`config.mk`:
```
export PLATFORM = sky130hd
export DESIGN_NAME = wom_dev_flat
export DESIGN_NICKNAME = d
export VERILOG_FILES = /design/src/verilog/wom_pkg.sv /design/src/verilog/wom_link_if.sv /design/src/verilog/wom_dev.sv /design/src/flat_wrapper.sv
export SDC_FILE = /design/constraint.sdc
export NUM_CORES = 1
export LEC_CHECK = 0
export BUFFER_PORTS_ARGS = -buffer_cell sky130_fd_sc_hd__buf_2
export CAP_MARGIN = 40
export CORE_UTILIZATION = 45
export DETAILED_ROUTE_END_ITERATION = 16
export PLACE_DENSITY = 0.74
export SLEW_MARGIN = 25
export SYNTH_ARGS = -nofsm -noshare
export SYNTH_HDL_FRONTEND = slang
export SYNTH_SLANG_ARGS = --single-unit
```
`constraint.sdc`:
```
create_clock -name clk -period 19.4 [get_ports clk]
set_input_delay 1.94 -clock clk [delete_from_list [all_inputs] [get_ports clk]]
set_output_delay 1.94 -clock clk [all_outputs]
set_load 0.1 [all_outputs]
```
`src/verilog/wom_pkg.sv`:
```
// Package for the motion wake controller: settings, codes, states.
// Assumes one 100 MHz clock shared by both ends.
package wom_pkg;
    localparam int MODE_W = 2;
    localparam int CODE_W = 8;
    localparam int SAMPLE_W = 16;
    localparam int AXES = 3;
    localparam logic [1:0] MODE_OFF = 2'h0;
    localparam logic [1:0] MODE_HOST = 2'h1;
    localparam logic [1:0] MODE_RX = 2'h2;
    localparam logic [1:0] MODE_BOTH = 2'h3;
    localparam logic [1:0] MODE_RESET = 2'h0;
    localparam logic [7:0] CODE_RESET = 8'h00;
    localparam logic [7:0] CODE_ZERO_G = 8'h01;
    localparam logic [7:0] CODE_ONE_G = 8'hFF;
    localparam logic [7:0] CODE_HALF_G = 8'h80;
    // Sample scale: counts per one g
    localparam logic [15:0] ONE_G_COUNTS = 16'h4000;
    localparam int ALERT_NS = 1000;
    localparam int CLK_NS = 10;
    localparam int ALERT_CYC = (ALERT_NS + CLK_NS - 1) / CLK_NS;
    typedef enum logic [1:0] {
        WOM_AWAKE = 2'b00,
        WOM_SLEEP = 2'b01,
        WOM_WAKE = 2'b11
    } wom_pwr_e;
endpackage : wom_pkg

```
`src/verilog/wom_link_if.sv`:
```
// Interface joining the host end and the receiver end.
// Assumes both ends share clk and rst.
`timescale 1ns/1ps
interface wom_link_if;
    logic [1:0] mode;
    logic [7:0] code;
    logic cfg_valid;
    logic power_cycle;
    logic sleep_req;
    logic [31:0] sleep_duration;
    logic extint0_en;
    logic motion_alert_pin;
    logic rx_awake;
    modport dev (
        input mode, code, cfg_valid, power_cycle, sleep_req,
        input sleep_duration, extint0_en,
        output motion_alert_pin, rx_awake
    );
    modport host (
        output mode, code, cfg_valid, power_cycle, sleep_req,
        output sleep_duration, extint0_en,
        input motion_alert_pin, rx_awake
    );
endinterface : wom_link_if

```
`src/verilog/wom_dev.sv`:
```
// Receiver end: holds motion wake settings, compares sensor samples,
// drives the alert pin and the receiver wake path.
// Assumes samples arrive synchronous to clk with a one-cycle valid.
//
// Contract
// RULE1: Mode resets to zero, feature off.
// RULE2: Mode 1 pulses alert pin, no wake.
// RULE3: Mode 2 wakes receiver, no pin.
// RULE4: Mode 3 wakes receiver and pulses pin.
// RULE5: Woken receiver resumes normal operation.
// RULE6: Codes 1..255 map linearly zero to 1g.
// RULE7: Threshold resets to 0, meaning half g.
// RULE8: One threshold, any axis exceeding fires.
// RULE9: Host selects host-only mode only.
// RULE10: Host stores settings before sending them.
// RULE11: Power cycle after change arms sensor.
// RULE12: Host requests backup sleep, duration zero.
// RULE13: Host keeps external int0 wake enabled.
// RULE14: Asleep receiver relies on sensor interrupt.
// RULE15: Absolute axis value compared each sample.
`timescale 1ns/1ps
module wom_dev (
    // Clock and reset
    input wire logic clk,
    input wire logic rst,
    // Link to host
    wom_link_if.dev link,
    // Sensor side
    input wire logic sample_valid,
    input wire logic [wom_pkg::AXES*wom_pkg::SAMPLE_W-1:0] sample,
    output logic sensor_armed,
    output logic motion_event
);
    import wom_pkg::*;

    logic [1:0] mode_reg;
    logic [1:0] pend_mode_reg;
    logic [7:0] pend_code_reg;
    logic [15:0] thr_reg;
    logic armed_reg;
    logic [AXES-1:0] over;
    logic hit;
    logic pin_hit;
    logic wake_hit;
    logic alert_reg;
    logic [7:0] alert_cnt_reg;
    wom_pwr_e pwr_reg;
    logic event_reg;

    ////////////////////////////////////////////////////////////////////////
    // Code to counts; code 0 means half g
    function automatic logic [15:0] code_to_thr(input logic [7:0] c);
        logic [23:0] p;
        p = 24'h000000;
        if (c == CODE_RESET) begin
            p = {9'h000, ONE_G_COUNTS[15:1]}; // see RULE7
        end else begin
            p = ({16'h0000, c - CODE_ZERO_G} * {8'h00, ONE_G_COUNTS})
                / 24'(CODE_ONE_G - CODE_ZERO_G); // see RULE6
        end
        return p[15:0];
    endfunction : code_to_thr

    // Modes that drive the alert pin toward the host
    function automatic logic mode_has_pin(input logic [1:0] m);
        return (m == MODE_HOST) || (m == MODE_BOTH);
    endfunction : mode_has_pin

    // Modes in which motion may end the backup sleep
    function automatic logic mode_has_wake(input logic [1:0] m);
        return (m == MODE_RX) || (m == MODE_BOTH);
    endfunction : mode_has_wake

    ////////////////////////////////////////////////////////////////////////
    // Settings: new values wait for the power cycle to take effect,
    // so a mode and a code sent together always go live together
    always_ff @(posedge clk or posedge rst) begin
        if (rst) begin
            pend_mode_reg <= MODE_RESET;
        end else if (link.cfg_valid) begin
            pend_mode_reg <= link.mode;
        end
    end

    always_ff @(posedge clk or posedge rst) begin
        if (rst) begin
            pend_code_reg <= CODE_RESET;
        end else if (link.cfg_valid) begin
            pend_code_reg <= link.code;
        end
    end

    // Applied mode; the alert and wake decodes read only this copy
    always_ff @(posedge clk or posedge rst) begin
        if (rst) begin
            mode_reg <= MODE_RESET; // see RULE1
        end else if (link.power_cycle) begin
            mode_reg <= pend_mode_reg; // see RULE11
        end
    end

    // Divider sits on the power-cycle path only, never per sample
    always_ff @(posedge clk or posedge rst) begin
        if (rst) begin
            thr_reg <= {1'b0, ONE_G_COUNTS[15:1]}; // see RULE7
        end else if (link.power_cycle) begin
            thr_reg <= code_to_thr(pend_code_reg); // see RULE6
        end
    end

    // Armed only for a mode that does something on motion
    always_ff @(posedge clk or posedge rst) begin
        if (rst) begin
            armed_reg <= 1'b0; // see RULE1
        end else if (link.power_cycle) begin
            armed_reg <= mode_has_pin(pend_mode_reg) ||
                mode_has_wake(pend_mode_reg); // see RULE11
        end
    end

    ////////////////////////////////////////////////////////////////////////
    // Per-axis magnitude compare; full-scale negative reads as 0x8000,
    // above any threshold, so it cannot alias to a small magnitude
    genvar g;
    generate
        for (g = 0; g < AXES; g++) begin : g_axis
            logic signed [15:0] s;
            logic [15:0] mag;
            assign s = sample[g*SAMPLE_W +: SAMPLE_W];
            assign mag = s[15] ? 16'(-s) : s; // see RULE15
            assign over[g] = mag > thr_reg;
        end
    endgenerate

    // Any axis above the shared threshold
    assign hit = sample_valid && armed_reg && (|over); // see RULE8
    assign pin_hit = hit && mode_has_pin(mode_reg); // see RULE2 see RULE4
    assign wake_hit = hit && link.extint0_en && mode_has_wake(mode_reg);

    // Registered so the sensor side sees a clean one-cycle pulse
    always_ff @(posedge clk or posedge rst) begin
        if (rst) begin
            event_reg <= 1'b0;
        end else begin
            event_reg <= hit;
        end
    end

    ////////////////////////////////////////////////////////////////////////
    // Alert pin: fixed-width pulse so a slow host can catch it; a new hit
    // restarts the count, so steady shaking holds the pin high
    always_ff @(posedge clk or posedge rst) begin
        if (rst) begin
            alert_cnt_reg <= 8'h00;
        end else if (pin_hit) begin
            alert_cnt_reg <= 8'(ALERT_CYC - 1);
        end else if (alert_cnt_reg != 8'h00) begin
            alert_cnt_reg <= alert_cnt_reg - 8'h01;
        end
    end

    always_ff @(posedge clk or posedge rst) begin
        if (rst) begin
            alert_reg <= 1'b0;
        end else if (pin_hit) begin
            alert_reg <= 1'b1; // see RULE2 see RULE4
        end else if (alert_cnt_reg == 8'h00) begin
            alert_reg <= 1'b0; // see RULE1 see RULE3
        end
    end

    ////////////////////////////////////////////////////////////////////////
    // Receiver power state; only sensor interrupt wakes it while asleep.
    // Host-only mode leaves it asleep until the next reset.
    always_ff @(posedge clk or posedge rst) begin
        if (rst) begin
            pwr_reg <= WOM_AWAKE;
        end else begin
            unique case (pwr_reg)
                WOM_AWAKE: begin
                    if (link.sleep_req && link.sleep_duration == 32'h0)
                    begin
                        pwr_reg <= WOM_SLEEP; // see RULE12
                    end
                end
                WOM_SLEEP: begin
                    if (wake_hit) begin
                        pwr_reg <= WOM_WAKE; // see RULE3 see RULE4 see RULE14
                    end
                end
                WOM_WAKE: begin
                    pwr_reg <= WOM_AWAKE; // see RULE5
                end
                default: begin
                    pwr_reg <= WOM_AWAKE;
                end
            endcase
        end
    end

    ////////////////////////////////////////////////////////////////////////
    // Outputs
    assign link.motion_alert_pin = alert_reg;
    assign link.rx_awake = (pwr_reg == WOM_AWAKE);
    assign sensor_armed = armed_reg;
    assign motion_event = event_reg;
endmodule : wom_dev

```
`src/flat_wrapper.sv`:
```
// flat-port wrapper written by rule: the top's interface ports become plain ports
module wom_dev_flat import wom_pkg::*;
  (clk, rst, sample_valid, sample, sensor_armed, motion_event, link_mode, link_code, link_cfg_valid, link_power_cycle, link_sleep_req, link_sleep_duration, link_extint0_en, link_motion_alert_pin, link_rx_awake);
  wom_link_if link_i ();
  input wire logic clk;
  input wire logic rst;
  input wire logic sample_valid;
  input wire logic [wom_pkg::AXES*wom_pkg::SAMPLE_W-1:0] sample;
  output logic sensor_armed;
  output logic motion_event;
  input wire logic [$bits(link_i.mode)-1:0] link_mode;
  input wire logic [$bits(link_i.code)-1:0] link_code;
  input wire logic [$bits(link_i.cfg_valid)-1:0] link_cfg_valid;
  input wire logic [$bits(link_i.power_cycle)-1:0] link_power_cycle;
  input wire logic [$bits(link_i.sleep_req)-1:0] link_sleep_req;
  input wire logic [$bits(link_i.sleep_duration)-1:0] link_sleep_duration;
  input wire logic [$bits(link_i.extint0_en)-1:0] link_extint0_en;
  output wire logic [$bits(link_i.motion_alert_pin)-1:0] link_motion_alert_pin;
  output wire logic [$bits(link_i.rx_awake)-1:0] link_rx_awake;
  assign link_i.mode = link_mode;
  assign link_i.code = link_code;
  assign link_i.cfg_valid = link_cfg_valid;
  assign link_i.power_cycle = link_power_cycle;
  assign link_i.sleep_req = link_sleep_req;
  assign link_i.sleep_duration = link_sleep_duration;
  assign link_i.extint0_en = link_extint0_en;
  assign link_motion_alert_pin = link_i.motion_alert_pin;
  assign link_rx_awake = link_i.rx_awake;
  wom_dev u_core (.clk(clk), .rst(rst), .link(link_i), .sample_valid(sample_valid), .sample(sample), .sensor_armed(sensor_armed), .motion_event(motion_event));
endmodule
```
Word level (Yosys, flattened, before mapping)

Cells that the tools add are included.

Flip-flop bits (word level): 41
Input port bits: 97
Output and inout bits: 4
Word-level logic and storage cells: 58

Add/sub/neg operators: 5
Divide/modulo/power cells: 1
Order comparisons: 3
Eq/ne operators: 9
Mux-type cells: 11
Reductions and logical operators: 20

Operator list:

| cell                  | count |
|---|---|
| $mux 16               | 4 |
| $gt 16x16->1          | 3 |
| $neg 16->16           | 3 |
| $logic_not 32->1      | 1 |
| $div 22x8->24 const B | 1 |
| $logic_not 8->1       | 2 |
| $mux 8                | 2 |
| $sub 8x1->8 const B   | 2 |
| $eq 2x2->1 const B    | 4 |
| $reduce_bool 8->1     | 1 |
| $eq 2x1->1 const B    | 3 |
| $logic_and 1x1->1     | 6 |
| $logic_or 1x1->1      | 5 |
| $mux 2                | 2 |
| $ne 2x1->1 const B    | 2 |
| $pmux 2 s2            | 1 |
| $reduce_bool 2->1     | 2 |
| $reduce_or 3->1       | 1 |
| $logic_not 2->1       | 1 |
| $mux 1                | 2 |
| $reduce_and 2->1      | 1 |

Depth between registers and ports, before layout

Gate-level depths: netlist of the first run.

Depth after elaboration: 9
Mapped depth: 93
Mapped depth without buffers: 86

Worst setup path after synthesis of the first run

OpenSTA, ideal clock, no wires.

Kind: register to register
Start: register u_core.pend_code_reg[0]
End: register u_core.thr_reg[0]
Library setup time: 0.168 ns
Arrival time: 18.838 ns
Path slack: 0.395 ns
Cell stages (with the launch flop): 89
Path buffers: 6
Cells stage by stage: dfrtp_1 buf_6 or4_4 or4_4 a221oi_4 nand2_2 xor2_1 ha_1 clkbuf_1 nand2_1 a211oi_1 mux2i_1 a21boi_2 ha_1 inv_1 a41oi_1 and2_1 xor2_1 [53 not listed] nor2_4 xnor2_1 ha_1 o211ai_1 o32ai_2 nand3_1 nor2_1 xnor2_1 ha_1 o211ai_2 nor3_1 xnor2_1 ha_1 nand2_1 mux2i_1 or3_1 o41ai_2 o221ai_1

Word-level cells in the longest chain between the ends: 3
Elaborated cells between the ends (all ways): 4

Ends and longest elaborated chain:

| what                   | line           | text |
|---|---|---|
| start, declared        | wom_dev.sv:38  | `logic [7:0] pend_code_reg;` |
| start signal, assigned | wom_dev.sv:89  | `pend_code_reg <= link.code;` |
| $sub 8x1->8            | wom_dev.sv:58  | `p = ({16'h0000, c - CODE_ZERO_G} * {8'h00, ONE_G_COUNTS})` |
| $div 22x8->24          | wom_dev.sv:59  | `/ 24'(CODE_ONE_G - CODE_ZERO_G);` |
| $mux 16 *              | wom_dev.sv:55  | `if (c == CODE_RESET) begin` |
| end signal, assigned   | wom_dev.sv:105 | `thr_reg <= {1'b0, ONE_G_COUNTS[15:1]};` |
| end signal, assigned   | wom_dev.sv:107 | `thr_reg <= code_to_thr(pend_code_reg);` |
| end, declared          | wom_dev.sv:39  | `logic [15:0] thr_reg;` |

Mark *: on every way between the ends. The rest lies on a longest branch, timed or not.
A chain may end at the register's enable or synchronous reset.

Worst setup path after layout of the first run

Ends and elaborated chain as after synthesis.

==> results of run 1 <==
power breakdown:
group | internal [W] | leakage [nW] | switching [W]
clock | 0.0000604 | 0.0798 | 0.0000336
combinational | 0.000470 | 3.60 | 0.000827
sequential | 0.0000973 | 0.459 | 0.0000113
total | 0.000627 | 4.13 | 0.000872
per-layer routing:
layer	wire [um]	track usage [%]
met1	11740	32.60
met2	12280	44.05
met3	1771	2.961
met4	500	6.791
met5	0	0
cell families (layout without fill, tap and decap cells):
kind of cell / Yosys count / after routing / share of synthesized area (%)
buf+inv: 90 / 205 / 4.315
simple gates: 456 / 456 / 28.76
fa+ha+maj: 67 / 67 / 9.482
flops: 40 / 40 / 11.37
xor+xnor: 93 / 93 / 9.397
compound gates: 369 / 369 / 32.36
mux: 34 / 34 / 4.315
final timing paths:
path,end,startpoint,depth (start not counted)
max,u_core.thr_reg[0],u_core.pend_code_reg[0],85
min,u_core.pwr_reg[0],u_core.pwr_reg[1],1
max reg2reg,u_core.thr_reg[0],u_core.pend_code_reg[0],85
min reg2reg,u_core.pwr_reg[0],u_core.pwr_reg[1],1
max in group asynchronous,u_core.thr_reg[13],rst,3
min in group asynchronous,u_core.alert_cnt_reg[2],rst,3
area by class of cell:
cell class              instances  share of cell area, %
well taps                     260                  3.224
clock inverters                 3                 0.4216
multi-input cells            1019                  75.06
clock buffers                   5                  1.240
repair buffers                140                  7.936
inverters                      57                  2.170
flip-flops and latches         40                  9.945
through the flow:
stage / area, um2 / total power, W / hold WS [ns]
after global placement: 9667 / 0.001337 / 0.4458
after floorplan: 8815 / 0.001070 / 0.4262
after detailed placement: 9682 / 0.001340 / 0.4686
after global routing: 10090 / 0.001614 / 0.4828
after CTS: 9859 / 0.001444 / 0.4732
final: 10090 / 0.001499 / 0.4682
cells in the mapped netlist (all sizes together), types with 7 or more instances:
cell type	number	area share (%)
a211oi	27	2.5
a21boi	11	0.98
a21o	30	2.6
a21oi	57	3.3
a22oi	7	0.71
a31oi	13	1.3
and2	22	1.6
and3	17	1.3
buf	13	0.98
clkbuf	20	0.85
dfrtp	39	11
ha	66	9.4
inv	57	2.5
mux2	19	2.5
mux2i	15	1.8
nand2	111	5.0
nand2b	29	2.1
nand3	36	2.2
nand4	20	1.4
nor2	74	3.3
nor2b	11	0.78
nor3	38	2.5
nor4	22	1.7
o211ai	28	2.6
o21ai	59	3.4
o22ai	18	1.3
o31ai	17	1.6
or2	7	0.50
or3	24	1.7
or4	18	1.7
xnor2	77	7.7
xor2	15	1.5
critical path, delay by kind of cell, from the launching register on:
kind	cells	cell delay, ns
AND/OR/NAND/NOR	26	5.74
AO/OA/AOI/OAI	24	5.03
adder cells (fa/ha/maj)	12	3.00
XOR/XNOR	10	1.71
buffers and inverters	10	1.31
multiplexers	3	0.82
flip-flops	1	0.48
repair_timing:
item / CTS / global route
gates resized for setup: 3 / 27
pin swaps: 0 / 10
setup buffers: 0 / 14
gates cloned: 0 / 0
setup endpoints to repair: 1 / 3
hold endpoints to repair: 0 / 0
==> results.json, run 1 <==
{
  "num_rows": 50,
  "vias_per_cell": 6.262,
  "wirelength_um": 26290,
  "netlist_instances": 1149,
  "cts_hold_buf": 0,
  "finalNonFillerCells": 1524,
  "areaGrowthSynthToFinish_pct": 14.46,
  "numCtsBuffers": 5,
  "crit_path_end_kind": "flop",
  "ys_async_sr_fraction_pct": 100.0,
  "yosys_register_bits": 40,
  "grt_usage_pct": 25.19,
  "grt_antenna_before_repair": 0,
  "number_of_flip_flops_under_the_largest_register_name": 15,
  "htree_num_levels": 2,
  "multi_input_area_mm2": 0.007574,
  "detail-route-antenna-nets": 0,
  "worst_ir_drop_vdd_uv": 168.4,
  "postSynth.topFlopCell": "sky130_fd_sc_hd__dfrtp_1",
  "crit_type": "reg2reg",
  "finalCriticalPeriod_ns": 18.26,
  "max-clock-path-buffers": 2,
  "first_global_vias": 8860,
  "worst_slew_pin_slew_ns": 0.7426,
  "floorplan.die_area_mm2": 0.02015,
  "drt_iter0_drc": 786,
  "port_buffers": 100,
  "power-per-cell-area_mw_per_mm2": 148.6,
  "seq_area_mm2": 0.001003,
  "nFillCells": 1814,
  "cp_required_ns": 19.54,
  "fin_skew_ns": 0.006419,
  "layout-drive-gt1-share_pct": 21.20,
  "cts_sinks": 40,
  "layout.core_utilization_pct": 53.23,
  "drcViolationCount": 0,
  "fin_crit_sh_pct": 94.13,
  "ios": 101,
  "tns_ns": 0,
  "max-cap-violations": 0,
  "crit_path_frequent_cell": "sky130_fd_sc_hd__ha_2",
  "iteration_count_of_the_initial_detailed_routing_pass": 5,
  "cts_tree": "built",
  "pre_cts_ws_ns": -0.04223,
  "wire_per_inst_um": 17.25,
  "synth_enable_flop_cells": 0,
  "r2r_slack_ns": 1.14,
  "yosys.cell_types.count": 124,
  "power.leakage_nw": 4.135,
  "critical-path-max-stage-delay_ns": 0.61,
  "layout_commonest_cell": "sky130_fd_sc_hd__nand2_1",
  "core_footprint_mm2": 0.01896,
  "most-common-layout-cells": "sky130_fd_sc_hd__nand2_1, sky130_fd_sc_hd__buf_2, sky130_fd_sc_hd__xnor2_1",
  "cts_root_buf": "sky130_fd_sc_hd__clkbuf_16",
  "timing.final.setup_violations": 0,
  "synth-warning-count": 0,
  "dpl.cell_count": 1502,
  "gpl.final_weighted_congestion": 0.9414,
  "crit_path_top_delay_cell": "sky130_fd_sc_hd__or4_4",
  "synth.avg_cell_area_um2": 7.672,
  "detailed_place_hpwl_um": 20800,
  "wire_length_of_the_first_global_routing_pass_um": 42120,
  "syn-cell-area_mm2": 0.008815,
  "part_of_the_yosys_area_used_for_sequential_elements_pct": 11.37,
  "run_status": "complete, no violations",
  "die_height_um": 142.0,
  "die_width_um": 142.0,
  "worst_slew_margin_rel_pct": 50.19,
  "dr_total_vias": 9544,
  "final_max_slew_viol_count": 0,
  "critPathMaxFanout": 15,
  "initial_utilization_pct": 46.50,
  "cp-start-kind": "flop",
  "n_antenna_cell": 0,
  "clock_latency_ns": 0.28,
  "mappedNetlistNets": 1312,
  "finish.net_count": 1426,
  "fmax_mhz": 54.76,
  "gr-total-overflow": 0,
  "min_path_type": "reg2reg",
  "data_arrival_time_of_the_critical_path_ns": 18.40,
  "setup_ws_ns": 1.139,
  "maximum_number_of_pins_on_one_net_before_global_route_repair": 41,
  "cts.clk_slew.worst_paths_ns": 0.06,
  "hold_viol_final": 0
}
No activity file was read; power rests on OpenSTA's default activity.
==> run 2: changes to the inputs <==
--- a/config.mk
+++ b/config.mk
@@ -7,9 +7,11 @@
 export LEC_CHECK = 0
 export BUFFER_PORTS_ARGS = -buffer_cell sky130_fd_sc_hd__buf_2
 export CAP_MARGIN = 40
-export CORE_UTILIZATION = 45
+export CELL_PAD_IN_SITES_DETAIL_PLACEMENT = 2
+export CELL_PAD_IN_SITES_GLOBAL_PLACEMENT = 2
+export CORE_UTILIZATION = 32
 export DETAILED_ROUTE_END_ITERATION = 16
-export PLACE_DENSITY = 0.74
+export PLACE_DENSITY = 0.85
 export SLEW_MARGIN = 25
 export SYNTH_ARGS = -nofsm -noshare
 export SYNTH_HDL_FRONTEND = slang
==> results.json, run 2 (same netlist as run 1, synthesis figures left out) <==
{
  "run_status": "complete, no violations",
  "power.switching_fraction_pct": 59.90,
  "detail-route-antenna-nets": 0,
  "wirelength_um": 36580,
  "htree_num_levels": 2,
  "cts_sinks": 40,
  "initial_utilization_pct": 32.71,
  "cts.clk_slew.worst_paths_ns": 0.06,
  "min_path_type": "reg2reg",
  "gpl.final_weighted_congestion": 0.9023,
  "final_max_slew_viol_count": 0,
  "detailed_place_hpwl_um": 28640,
  "n_antenna_cell": 0,
  "drcViolationCount": 0,
  "core_footprint_mm2": 0.02695,
  "power_frac_comb_pct": 86.7,
  "power.leakage_nw": 4.170,
  "critPathLaunch": "u_core.pend_code_reg[0]",
  "hold_path.startpoint": "u_core.link.motion_alert_pin",
  "iteration_count_of_the_initial_detailed_routing_pass": 7,
  "cts_tree": "built",
  "crit_type": "reg2reg",
  "floorplan.die_area_mm2": 0.02821,
  "num_rows": 60,
  "vias_per_cell": 6.218,
  "fmax_mhz": 53.71,
  "cts_root_buf": "sky130_fd_sc_hd__clkbuf_16",
  "worst_slew_pin_slew_ns": 0.7930,
  "finish.net_count": 1430,
  "ios": 101,
  "gr-total-overflow": 0,
  "setup_ws_ns": 0.7809,
  "hold_viol_final": 0,
  "grtUsageMet3_pct": 2.186,
  "power-per-cell-area_mw_per_mm2": 155.6,
  "max-cap-violations": 0,
  "dr_total_vias": 10010,
  "finalCriticalPeriod_ns": 18.62,
  "crit_path_end_kind": "flop",
  "numCtsBuffers": 5,
  "fin_skew_ns": 0.003341,
  "grt_usage_pct": 24.38,
  "maximum_number_of_pins_on_one_net_before_global_route_repair": 38,
  "cp_required_ns": 19.54,
  "wire_length_of_the_first_global_routing_pass_um": 56260,
  "timing.final.setup_violations": 0,
  "layout.core_utilization_pct": 37.99,
  "most-common-layout-cells": "sky130_fd_sc_hd__nand2_1, sky130_fd_sc_hd__buf_2, sky130_fd_sc_hd__xnor2_1",
  "critPathMaxFanout": 10,
  "max-clock-path-buffers": 2,
  "fin_total_pwr_w": 0.001593,
  "cp-start-kind": "flop",
  "areaGrowthSynthToFinish_pct": 16.17,
  "pwr-share-seq_pct": 6.9,
  "crit_path_top_delay_cell": "sky130_fd_sc_hd__or4_4",
  "die_width_um": 168.0,
  "power.clock.fraction_pct": 6.4,
  "first_global_vias": 10440,
  "clock_latency_ns": 0.29,
  "die_height_um": 168.0,
  "critical-path-max-stage-delay_ns": 0.62,
  "layout-drive-gt1-share_pct": 21.45,
  "gr_busiest_metal": "met2",
  "cts_hold_buf": 0,
  "port_buffers": 100,
  "grt_antenna_before_repair": 0,
  "number_of_flip_flops_under_the_largest_register_name": 15,
  "layout_commonest_cell": "sky130_fd_sc_hd__nand2_1",
  "pre_cts_ws_ns": -0.7229,
  "worst_ir_drop_vdd_uv": 133.3,
  "fin_crit_sh_pct": 95.97,
  "global_routing_met1_resource_utilization_pct": 30.29,
  "drt_iter0_drc": 505,
  "power_report.internal_total_w": 0.0006390,
  "grt.met2_usage_pct": 45.36,
  "crit_path_frequent_cell": "sky130_fd_sc_hd__ha_2",
  "wire_per_inst_um": 22.74,
  "data_arrival_time_of_the_critical_path_ns": 18.76,
  "power_dissipated_by_switching_net_loads_w": 0.0009544,
  "timing.rr.start": "u_core.pend_code_reg[0]",
  "worst_slew_margin_rel_pct": 46.95
}
==> run 2: path summary, 6_finish.rpt <==
kind | cells past startpoint | endpoint | slack (ns)
worst min register to register | 1 | u_core.link.motion_alert_pin | 0.48
worst max-delay path | 83 | u_core.thr_reg[0] | 0.78
worst min-delay path | 1 | u_core.link.motion_alert_pin | 0.48
min in group asynchronous | 2 | u_core.alert_cnt_reg[0] | 1.52
max in group asynchronous | 3 | u_core.thr_reg[13] | 17.15
worst max register to register | 83 | u_core.thr_reg[0] | 0.78
==> run 2: cell type report <==
type,instances,area (um2)
repair buffers,144,830.8
clock buffers,7,152.6
well taps,341,426.7
inverters,57,219.0
fillers,3145,16710
clock inverters,1,30.03
multi-input cells,1019,7577
flip-flops and latches,40,1003
==> run 2: layer usage <==
metal	vias up	wire (um)
li1	4641	-
met1	5061	15860
met2	263	18600
met3	40	1517
met4	0	600
met5	-	0
==> run 2: stage by stage <==
step | instance area, um2 | hold slack, ns | setup TNS, ns | std cells
detailed placement | 9798 | 0.4711 | -1.253 | 1585
global route | 10240 | 0.5006 | -0.3900 | 1609
finish | 10240 | 0.4821 | 0 | 1609
floorplan | 8815 | 0.4262 | 0 | 1149
global placement | 9791 | 0.4562 | 0 | 1584
CTS | 10030 | 0.4816 | 0 | 1596
==> run 2: repair_timing <==
| item | in CTS | in global routing |
|---|---|---|
| endpoints found under the setup margin | 2 | 3 |
| gates cloned | 0 | 0 |
| setup buffers | 3 | 13 |
| resized for setup | 9 | 21 |
| pin swaps | 3 | 9 |
==> run 2: critical path, delay by kind of cell (launching register included) <==
family | cells | cell delay, ns
and+or+nand+nor | 25 | 5.68
AOI/OAI and AO/OA | 23 | 5.24
adders and majority gates | 13 | 3.36
xor gates and xnor gates | 11 | 1.91
muxes | 3 | 0.90
buffers and inverters | 8 | 0.84
DFF | 1 | 0.48
==> run 2: power groups by stage <==
| stage | clock network (W) | registers [W] | logic (W) |
|---|---|---|---|
| 3_5_place_dp | 0 | 0.000111 | 0.00132 |
| 4_1_cts | 0.000103 | 0.000110 | 0.00134 |
| 5_1_grt | 0.000106 | 0.000112 | 0.00148 |
| 6_report | 0.000102 | 0.000111 | 0.00138 |
| 3_3_place_gp | 0 | 0.000109 | 0.00128 |
| 2_1_floorplan | 0 | 0.000110 | 0.000960 |
